`src/rtl/mwx_pkg.sv`:
```
// Package for the memory window bank expander: offsets, field layouts, reset values
package mwx_pkg;

    localparam int ADDR_W   = 16;
    localparam int LINE_W   = 6;
    localparam int AVS_AW   = 8;
    localparam int AVS_DW   = 32;

    // Register byte offsets
    localparam logic [AVS_AW-1:0] OFS_PIN_ASSIGN = 8'h00;
    localparam logic [AVS_AW-1:0] OFS_SIZE       = 8'h04;
    localparam logic [AVS_AW-1:0] OFS_BASE       = 8'h08;
    localparam logic [AVS_AW-1:0] OFS_BANK_ONE   = 8'h0C;
    localparam logic [AVS_AW-1:0] OFS_BANK_TWO   = 8'h10;
    localparam logic [AVS_AW-1:0] OFS_GPIO_OUT   = 8'h14;
    localparam logic [AVS_AW-1:0] OFS_GPIO_DIR   = 8'h18;
    localparam logic [AVS_AW-1:0] OFS_GPIO_IN    = 8'h1C;
    localparam logic [AVS_AW-1:0] OFS_STATUS     = 8'h20;

    // Field positions
    localparam int SIZE_ONE_LSB = 0;
    localparam int SIZE_TWO_LSB = 4;
    localparam int BASE_ONE_LSB = 0;
    localparam int BASE_TWO_LSB = 4;

    // Window size field encodings
    localparam logic [1:0] SZ_OFF = 2'h0;
    localparam logic [1:0] SZ_8K  = 2'h1;
    localparam logic [1:0] SZ_16K = 2'h2;
    localparam logic [1:0] SZ_32K = 2'h3;
    // Base bits 15:14 that place a 32K window at 0x4000
    localparam logic [1:0] BASE_4000 = 2'h1;

    // Reset values
    localparam logic [LINE_W-1:0] RST_PIN_ASSIGN = 6'h00;
    localparam logic [7:0]        RST_SIZE       = 8'h00;
    localparam logic [7:0]        RST_BASE       = 8'h00;
    localparam logic [LINE_W-1:0] RST_BANK       = 6'h00;

endpackage : mwx_pkg

```
`src/rtl/mwx_win_if.sv`:
```
// Interface between the top and one window decoder
`timescale 1ns/1ps
interface mwx_win_if;
    import mwx_pkg::*;
    logic [1:0]        window_size_field;
    logic [2:0]        window_base_field;
    logic [LINE_W-1:0] bank;
    logic [ADDR_W-1:0] addr;
    logic              hit;
    logic [LINE_W-1:0] lines;

    modport dec (input window_size_field, window_base_field, bank, addr, output hit, lines);
    modport ctl (output window_size_field, window_base_field, bank, addr, input hit, lines);
endinterface : mwx_win_if

```
`src/rtl/mwx_window.sv`:
```
// One memory window: hit decode and expansion line values for lines 18..13
`timescale 1ns/1ps
module mwx_window
(
    mwx_win_if.dec win
);
    import mwx_pkg::*;

    logic at_4000;

    always_comb
    begin
        at_4000   = (win.window_base_field[2:1] == BASE_4000);
        win.hit   = 1'b0;
        win.lines = win.bank;
        unique case (win.window_size_field)
            SZ_OFF:
            begin
                win.hit = 1'b0;
            end
            SZ_8K:
            begin
                win.hit   = (win.addr[15:13] == win.window_base_field);
                win.lines = win.bank;
            end
            SZ_16K:
            begin
                win.hit   = (win.addr[15:14] == win.window_base_field[2:1]);
                win.lines = {win.bank[5:1], win.addr[13]};
            end
            SZ_32K:
            begin
                if (at_4000)
                begin
                    // Straddles 0x4000..0xBFFF; bit 14 flipped so memory sees it contiguous
                    win.hit   = win.addr[15] ^ win.addr[14];
                    win.lines = {win.bank[5:2], ~win.addr[14], win.addr[13]};
                end
                else
                begin
                    win.hit   = (win.addr[15] == win.window_base_field[2]);
                    win.lines = {win.bank[5:2], win.addr[14:13]};
                end
            end
        endcase
    end

endmodule : mwx_window

```
`src/rtl/mwx_top.sv`:
```
// Memory window bank expander with Avalon-MM register slave
//
// Decided for this implementation: the Avalon-MM slave port and the address map.
`timescale 1ns/1ps
module mwx_top
(
    input  wire logic                        clk,
    input  wire logic                        reset_n,
    input  wire logic [mwx_pkg::AVS_AW-1:0]  avs_address,
    input  wire logic                        avs_read,
    input  wire logic                        avs_write,
    input  wire logic [mwx_pkg::AVS_DW-1:0]  avs_writedata,
    input  wire logic [3:0]                  avs_byteenable,
    output logic      [mwx_pkg::AVS_DW-1:0]  avs_readdata,
    output logic                             avs_waitrequest,
    input  wire logic                        cpu_valid,
    input  wire logic [mwx_pkg::ADDR_W-1:0]  cpu_addr,
    output logic      [mwx_pkg::ADDR_W-1:0]  mem_addr,
    input  wire logic [mwx_pkg::LINE_W-1:0]  pin_in,
    output logic      [mwx_pkg::LINE_W-1:0]  pin_out,
    output logic      [mwx_pkg::LINE_W-1:0]  pin_oe,
    output logic      [1:0]                  window_active
);
    import mwx_pkg::*;

    ////////////////////////////////////////////////////////////////////////////
    // Registers and bus slave

    logic [LINE_W-1:0] port_pin_assign, next_port_pin_assign;
    logic [7:0]        window_size_select, next_window_size_select;
    logic [7:0]        window_base_select, next_window_base_select;
    logic [LINE_W-1:0] window_one_bank, next_window_one_bank;
    logic [LINE_W-1:0] window_two_bank, next_window_two_bank;
    logic [LINE_W-1:0] gpio_out, next_gpio_out;
    logic [LINE_W-1:0] gpio_dir, next_gpio_dir;
    logic [AVS_DW-1:0] next_avs_readdata;
    logic              next_avs_waitrequest;
    logic              do_write;
    logic [7:0]        wbyte;

    always_comb
    begin
        next_port_pin_assign    = port_pin_assign;
        next_window_size_select = window_size_select;
        next_window_base_select = window_base_select;
        next_window_one_bank    = window_one_bank;
        next_window_two_bank    = window_two_bank;
        next_gpio_out           = gpio_out;
        next_gpio_dir           = gpio_dir;
        next_avs_readdata       = avs_readdata;
        wbyte                   = avs_writedata[7:0];
        // One wait cycle, then a one-cycle answer
        next_avs_waitrequest    = !((avs_read || avs_write) && avs_waitrequest);
        do_write                = avs_write && !avs_waitrequest && avs_byteenable[0];
        if (do_write)
        begin
            unique case (avs_address)
                OFS_PIN_ASSIGN: next_port_pin_assign    = wbyte[LINE_W-1:0];
                OFS_SIZE:       next_window_size_select = wbyte & 8'h33;
                OFS_BASE:       next_window_base_select = wbyte & 8'h77;
                OFS_BANK_ONE:   next_window_one_bank    = wbyte[LINE_W-1:0];
                OFS_BANK_TWO:   next_window_two_bank    = wbyte[LINE_W-1:0];
                OFS_GPIO_OUT:   next_gpio_out           = wbyte[LINE_W-1:0];
                OFS_GPIO_DIR:   next_gpio_dir           = wbyte[LINE_W-1:0];
                default:        next_gpio_dir           = gpio_dir;
            endcase
        end
        if (avs_read && avs_waitrequest)
        begin
            unique case (avs_address)
                OFS_PIN_ASSIGN: next_avs_readdata = {26'h0, port_pin_assign};
                OFS_SIZE:       next_avs_readdata = {24'h0, window_size_select};
                OFS_BASE:       next_avs_readdata = {24'h0, window_base_select};
                OFS_BANK_ONE:   next_avs_readdata = {26'h0, window_one_bank};
                OFS_BANK_TWO:   next_avs_readdata = {26'h0, window_two_bank};
                OFS_GPIO_OUT:   next_avs_readdata = {26'h0, gpio_out};
                OFS_GPIO_DIR:   next_avs_readdata = {26'h0, gpio_dir};
                OFS_GPIO_IN:    next_avs_readdata = {26'h0, pin_in};
                OFS_STATUS:     next_avs_readdata = {30'h0, window_active};
                default:        next_avs_readdata = 32'h0000_0000;
            endcase
        end
    end

    always_ff @(posedge clk)
    begin
        if (!reset_n)
        begin
            port_pin_assign    <= RST_PIN_ASSIGN;
            window_size_select <= RST_SIZE;
            window_base_select <= RST_BASE;
            window_one_bank    <= RST_BANK;
            window_two_bank    <= RST_BANK;
            gpio_out           <= RST_PIN_ASSIGN;
            gpio_dir           <= RST_PIN_ASSIGN;
            avs_readdata       <= 32'h0000_0000;
            avs_waitrequest    <= 1'b1;
        end
        else
        begin
            port_pin_assign    <= next_port_pin_assign;
            window_size_select <= next_window_size_select;
            window_base_select <= next_window_base_select;
            window_one_bank    <= next_window_one_bank;
            window_two_bank    <= next_window_two_bank;
            gpio_out           <= next_gpio_out;
            gpio_dir           <= next_gpio_dir;
            avs_readdata       <= next_avs_readdata;
            avs_waitrequest    <= next_avs_waitrequest;
        end
    end

    ////////////////////////////////////////////////////////////////////////////
    // Window decode

    mwx_win_if w1 ();
    mwx_win_if w2 ();

    assign w1.window_size_field = window_size_select[SIZE_ONE_LSB +: 2];
    assign w1.window_base_field = window_base_select[BASE_ONE_LSB +: 3];
    assign w1.bank              = window_one_bank;
    assign w1.addr              = cpu_addr;
    assign w2.window_size_field = window_size_select[SIZE_TWO_LSB +: 2];
    assign w2.window_base_field = window_base_select[BASE_TWO_LSB +: 3];
    assign w2.bank              = window_two_bank;
    assign w2.addr              = cpu_addr;

    mwx_window u_win_one (.win(w1.dec));
    mwx_window u_win_two (.win(w2.dec));

    ////////////////////////////////////////////////////////////////////////////
    // Line selection and pin muxing

    logic [LINE_W-1:0] line_val;
    logic [1:0]        next_window_active;
    logic [LINE_W-1:0] next_pin_out;
    logic [LINE_W-1:0] next_pin_oe;
    logic [ADDR_W-1:0] next_mem_addr;

    always_comb
    begin
        next_window_active = 2'b00;
        line_val           = {3'h0, cpu_addr[15:13]};
        if (cpu_valid && w1.hit)
        begin
            next_window_active = 2'b01;
            line_val           = w1.lines;
        end
        else if (cpu_valid && w2.hit)
        begin
            next_window_active = 2'b10;
            line_val           = w2.lines;
        end
    end

    assign next_mem_addr[12:0] = cpu_addr[12:0];

    genvar gi;
    generate
        for (gi = 0; gi < LINE_W; gi++)
        begin : g_pin
            assign next_pin_out[gi] = port_pin_assign[gi] ? line_val[gi] : gpio_out[gi];
            assign next_pin_oe[gi]  = port_pin_assign[gi] | gpio_dir[gi];
            if (gi < 3)
            begin : g_shared
                assign next_mem_addr[13+gi] = port_pin_assign[gi] ? line_val[gi] : cpu_addr[13+gi];
            end
        end
    endgenerate

    always_ff @(posedge clk)
    begin
        if (!reset_n)
        begin
            mem_addr      <= 16'h0000;
            pin_out       <= 6'h00;
            pin_oe        <= 6'h00;
            window_active <= 2'h0;
        end
        else
        begin
            mem_addr      <= next_mem_addr;
            pin_out       <= next_pin_out;
            pin_oe        <= next_pin_oe;
            window_active <= next_window_active;
        end
    end
endmodule : mwx_top

```
`config.mk`:
```
export PLATFORM = sky130hd
export DESIGN_NAME = mwx_top
export DESIGN_NICKNAME = d
export VERILOG_FILES = /design/src/rtl/mwx_pkg.sv /design/src/rtl/mwx_win_if.sv /design/src/rtl/mwx_window.sv /design/src/rtl/mwx_top.sv
export SDC_FILE = /design/constraint.sdc
export NUM_CORES = 1
export LEC_CHECK = 0
export BUFFER_PORTS_ARGS = -buffer_cell sky130_fd_sc_hd__buf_4
export CAP_MARGIN = 20
export CORE_MARGIN = 2
export CORE_UTILIZATION = 54
export CTS_CLUSTER_DIAMETER = 60
export CTS_CLUSTER_SIZE = 25
export DETAILED_ROUTE_END_ITERATION = 10
export HOLD_SLACK_MARGIN = 0.06
export PLACE_DENSITY = 0.9
export SETUP_SLACK_MARGIN = 0.1
export SLEW_MARGIN = 20
export SYNTH_ARGS = -nofsm -noshare
export SYNTH_HDL_FRONTEND = slang
export SYNTH_HIERARCHICAL = 1
export SYNTH_SLANG_ARGS = --single-unit
```
`constraint.sdc`:
```
create_clock -name clk -period 2.9 [get_ports clk]
set_input_delay 0.435 -clock clk [delete_from_list [all_inputs] [get_ports clk]]
set_output_delay 0.435 -clock clk [all_outputs]
set_load 0.005 [all_outputs]
```
# Word level (Yosys, flattened, before mapping)
# Index checks and enable logic that the tools add are counted.
dict set report totals {
  elab_cells 87
  mem_bits_rw 0
  latch_bits 0
  output_inout_bits 63
  rom_bits 0
  inputBits 71
  mem_count 0
  regBits 103
}
dict set report op_classes {
  n_bitwise 9
  muxes 22
  reduce_logical 20
  n_mul 0
  div_mod_pow 0
  n_addsub 0
  shifts 0
  n_eq_ne 22
  order_cmp 0
}
# op count
set op_table {}
lappend op_table {{7-bit one-hot mux with 9 select lines} 1}
lappend op_table {{8-bit by 5-bit == test with 1-bit output, second input constant} 4}
lappend op_table {{8-bit by 4-bit == test with 1-bit output, second input constant} 2}
lappend op_table {{2-bit AND reduction} 7}
lappend op_table {{1-bit 2-to-1 mux} 12}
lappend op_table {{6-bit 2-to-1 mux} 2}
lappend op_table {{2-bit by 1-bit == test with 1-bit output, second input constant} 4}
lappend op_table {{2-bit == test, second input constant} 4}
lappend op_table {{8-bit by 3-bit == test with 1-bit output, second input constant} 1}
lappend op_table {{8-bit by 6-bit == test with 1-bit output, second input constant} 1}
lappend op_table {{8-bit logical NOT} 1}
lappend op_table {{1-bit one-hot mux with 4 select lines} 2}
lappend op_table {{2-bit one-hot mux with 2 select lines} 2}
lappend op_table {{3-bit == test} 2}
lappend op_table {{1-bit logical AND} 6}
lappend op_table {{2-bit 2-to-1 mux} 3}
lappend op_table {{1-bit bitwise OR} 6}
lappend op_table {{2-bit == test} 2}
lappend op_table {{2-bit logical NOT} 2}
lappend op_table {{1-bit == test} 2}
lappend op_table {{1-bit logical NOT} 2}
lappend op_table {{1-bit inverter} 2}
lappend op_table {{2-bit OR reduction} 1}
lappend op_table {{1-bit logical OR} 1}
lappend op_table {{1-bit XOR} 1}

# Longest topological paths before layout
dict set report depth {
  ltp_word 7
  depth_mapped 8
  ltp_nobuf 8
}

# Hierarchy
# The synthesis kept the hierarchy.
# mod instances seq_area_each_um2 cells_each area_per_inst_um2
set by_module_without_submodules {}
lappend by_module_without_submodules {mwx_top 1 1561.5 350 3601.0}
lappend by_module_without_submodules {mwx_window 2 0.0 20 142.6}

# Least setup slack after synthesis
# OpenSTA, ideal clock, no wires.
dict set report synth_timing {
  path_kind {input to register}
  from {input avs_address[2] (netlist bit)}
  to {register avs_readdata[1] (netlist bit)}
  setup_time_ps 79
  path_buffers 1
  path_stages 5
  setup_slack_ps 1201
  t_required_ps 2821
  arrival_time_ps 1620
  cell_sequence {buf_6 nor4_4 nand2_1 a2111o_1 a22oi_1}
}
dict set report synth_via {
  elab_chain_cells 2
  elab_cells_between_ends 10
  classes_between {eq/ne: 8; mux: 1; reduce/logical: 1}
}
# element line_no
set synth_lines {}
lappend synth_lines {{start, declared} mwx_top.sv:9} ;# input wire logic [mwx_pkg::AVS_AW-1:0] avs_address,
lappend synth_lines {{8-bit by 6-bit == test with 1-bit output, or another cell as far along} mwx_top.sv:70} ;# unique case (avs_address)
lappend synth_lines {{7-bit one-hot mux with 9 select lines (*)} mwx_top.sv:70}
lappend synth_lines {{end signal, assigned} mwx_top.sv:108} ;# avs_readdata <= next_avs_readdata;
lappend synth_lines {{end, declared} mwx_top.sv:14} ;# output logic [mwx_pkg::AVS_DW-1:0] avs_readdata,
# Every way passes the cells marked *; elsewhere a longest branch is shown, timed or not.
# A chain may end at the register's enable or synchronous reset.

# Worst setup path after layout
dict set report layout_timing {
  from {register window_base_select[1]}
  to {register mem_addr[13] (netlist bit)}
}
dict set report layout_via {
  elab_chain_cells 6
  elab_cells_between_ends 8
  classes_between {eq/ne: 3; mux: 4; reduce/logical: 1}
}
# element line_no
set layout_lines {}
lappend layout_lines {{start, declared} mwx_top.sv:31} ;# logic [7:0] window_base_select, next_window_base_select;
lappend layout_lines {{start signal, assigned} mwx_top.sv:103} ;# window_base_select <= next_window_base_select;
lappend layout_lines {{2-bit by 1-bit == test with 1-bit output} mwx_window.sv:13} ;# at_4000 = (win.window_base_field[2:1] == BASE_4000);
lappend layout_lines {{1-bit 2-to-1 mux} mwx_window.sv:33} ;# if (at_4000)
lappend layout_lines {{1-bit one-hot mux with 4 select lines (*)} mwx_window.sv:16} ;# unique case (win.window_size_field)
lappend layout_lines {{named net w1.hit} mwx_win_if.sv:9} ;# logic hit;
lappend layout_lines {{1-bit logical AND (*)} mwx_top.sv:144} ;# if (cpu_valid && w1.hit)
lappend layout_lines {{6-bit 2-to-1 mux (*)} mwx_top.sv:144}
lappend layout_lines {{1-bit 2-to-1 mux (*)} mwx_top.sv:166} ;# assign next_mem_addr[13+gi] = port_pin_assign[gi] ? line_val[gi] : cpu_addr[13+gi];
lappend layout_lines {{end signal, assigned} mwx_top.sv:182} ;# mem_addr <= next_mem_addr;
lappend layout_lines {{end, declared} mwx_top.sv:18} ;# output logic [mwx_pkg::ADDR_W-1:0] mem_addr,
# Mark *: on every way through the listed nets, which the timed path passes. The rest lies on a longest branch.

==> metrics <==
result of the run=complete, no violations; buffers added on ports=80; PnR worst setup slack=780 ps; arrival time reported for the critical path endpoint=2360 ps; element type at the critical path end=register; top achievable clock speed=0.472 GHz; die width=88.8 µm; most frequent cells in the layout=sky130_fd_sc_hd__buf_4, sky130_fd_sc_hd__dfxtp_1, sky130_fd_sc_hd__nor2b_1, sky130_fd_sc_hd__mux2i_1, sky130_fd_sc_hd__conb_1; number of hold buffers added after cts=0; post-route ant nets=0; Post-Synthesis Cell Area=3890 µm²; drc violations=0; HPWL reported at the end of detailed placement=6.47 mm; final critical-path required period=2120 ps; global routing usage summed across all routing layers=23.7%; post-route clock period utilization=73.1%; clock tree buffer depth=2; DR WL/cell=16.5 µm; overflow left after global routing=0; Placer Congestion=0.909; data required time at the worst endpoint=3140 ps; Cells after DPL=542; category of the worst setup path launch point=register; RSZ-0062 raised after global routing=false; max-cap violation count=0; launch point of the worst reg-to-reg path=window_base_select[1]$_SDFFE_PN0P_; pin count of the biggest net entering global routing=63; global routing met1 resource utilization=31.2%; crit path kind=register to register; Worst-path clk slew=80 ps; number of non-filler instances in the completed layout=557; Die Y=88.8 µm; 1st-pass router iterations=5; Die Footprint=7890 µm²; Yosys warning total=6; worst-case register-to-register setup slack=780 ps; share of the yosys chip area belonging to registers=40.2%; Worst path max stage delay=570 ps; wire length of the first global-routing pass=13.9 mm; critical-path maximum fanout=7; startpoint of the worst hold path=avs_write; nets=528; category of cells accounting for the largest share of critical-path delay=compound AO/OA/AOI/OAI gates; site row count=30; number of global-route vias before repair=2741; final-layout worst hold slack=274 ps; gate count of the mapped netlist=390; type of the worst min-delay path=input pin to register; average cell area after synthesis=9.96 µm²; area of the core=6870 µm²; Worst slew margin=52.5%; starting density of the core=56.6%; number of post-CTS setup repair buffers=0; # setup viols final=0; global-route track usage on met3=5.69%; cts repair resizes=0; detailed-route wire length=9.21 mm; pins over their slew limit=0; number of DRC markers in iteration 0=249; CP Cell Sequence=a21oi_2 -> xnor2_1 -> o21ai_1 -> nand2_1 -> o221ai_1 -> a21oi_1 -> o21a_1; Worst path slowest cell=sky130_fd_sc_hd__o21ai_1; number of distinct library cell variants in the gate-level netlist after synthesis=53; leading cell type in the layout, fill and taps excluded=sky130_fd_sc_hd__buf_4; worst reg2reg endpoint=mem_addr[13]$_SDFF_PN0_; count of boundary I/O pins=134; LEAKAGE=2.11 nW; fraction of final layout cells with drive strength greater than 1=26.2%; Sinks on Clock Net=78; CTS tree=yes; FF+latch count, synth=78; Post-Place Worst Slack=662 ps; ant diodes=0; async set-or-reset flop fraction in the synthesized netlist=0%; sum of negative setup slack=0 ps; dominant synthesized flop cell=sky130_fd_sc_hd__dfxtp_1; worst clock skew=11.4 ps; routed vias=3026; reg2reg path depth=7; number of antenna violations at the first check in global routing=0; buffer type at the clock tree root=sky130_fd_sc_hd__clkbuf_8; worst-margin pin slew=708 ps; number of buffers created by CTS=9; worst-case vdd ir drop=0.000353 V; layer with the highest usage after global routing=met2; Hold Path Cell Cnt=2; number of vias per cell after detailed routing=5.43; Buf/Inv on CP=0; area grow syn2layout=18.1%; worst min-delay path endpoint=avs_waitrequest$_SDFF_PN1_; CTS H-Tree Depth=3; insertion delay of the later-clocked pin in the worst-skew pair=360 ps; Pwr per Cell Area=466 nW/µm²; routing usage on met2=38.0%; count of endpoints failing hold in the final timing report=0; EDFF count, synth=0
==> per-stage QoR <==
stage	instance area (µm²)	utilization [%]	power, mW
floorplan	3980	-	1.23
global placement	4380	63.8	1.30
detailed placement	4380	63.8	1.30
CTS	4590	66.8	2.15
global route	4590	66.8	2.21
finish	4590	66.8	2.14
==> worst max path at each step <==
| stage | from | cells after the start | slack, ps | endpoint |
|---|---|---|---|---|
| global placement | cpu_addr[13] | 9 | 670 | pin_out[5]$_SDFF_PN0_ |
| global route | window_base_select[1]$_SDFFE_PN0P_ | 7 | 710 | mem_addr[13]$_SDFF_PN0_ |
| detailed placement | cpu_addr[13] | 9 | 660 | mem_addr[13]$_SDFF_PN0_ |
| finish | window_base_select[1]$_SDFFE_PN0P_ | 7 | 780 | mem_addr[13]$_SDFF_PN0_ |
| floorplan | avs_address[2] | 5 | 1200 | avs_readdata[1]$_SDFFE_PN0P_ |
| CTS | window_base_select[1]$_SDFFE_PN0P_ | 7 | 870 | mem_addr[13]$_SDFF_PN0_ |
==> cells in the mapped netlist (all sizes together), types with 6 or more instances <==
master	n	area share, %
dfxtp	78	40
nor2b	57	9.2
mux2i	45	12
buf	38	7.3
nand2	18	1.7
and2	17	2.7
clkbuf	12	1.2
o21a	12	2.3
o21ai	9	1.2
xnor2	8	1.8
a21oi	7	1.1
a22oi	7	1.4
inv	7	0.68
nand3	6	1.2
o22ai	6	0.97
==> logic make-up after synthesis <==
kind of cell	Yosys count	synth area share, %
and+or+nand+nor	127	21.4
DFF	78	40.2
AOI/OAI and AO/OA	64	12.1
buffers and inverters	57	9.18
muxes	53	14.8
xor gates and xnor gates	10	2.25
other	1	0.0965
==> power by group <==
part           switching, mW  internal [mW]  total [mW]
combinational         0.0995         0.0931       0.193
clock                  0.397          0.462       0.859
sequential           0.00460           1.08        1.09
total                  0.501           1.64        2.14
==> cell type report <==
| cell class | instances | area, µm² |
|---|---|---|
| clock buffers | 12 | 165 |
| clock inverters | 3 | 42.5 |
| fillers | 575 | 2280 |
| inverters | 7 | 26.3 |
| multi-input cells | 279 | 2060 |
| flip-flops and latches | 78 | 1560 |
| well taps | 96 | 120 |
| repair buffers | 82 | 616 |
==> per-layer routing <==
metal | routed length, µm | share of wire, % | vias up
met5 | 0 | 0 | -
met3 | 851 | 9.2 | 20
met2 | 4270 | 46 | 139
met4 | 257 | 2.8 | 0
met1 | 3840 | 42 | 1415
li1 | - | - | 1452
==> registers in the layout, summed over array words and instances, names as in the netlist, 2 cells and up <==
| register | count |
|---|---|
| pin_oe | 6 |
| w2.bank | 6 |
| w1.bank | 6 |
| mem_addr | 16 |
| window_size_select | 4 |
| window_active | 2 |
| window_base_select | 6 |
| gpio_out | 6 |
| gpio_dir | 6 |
| pin_out | 6 |
| avs_readdata | 7 |
| port_pin_assign | 6 |
Power figures use the tool's default switching activity.
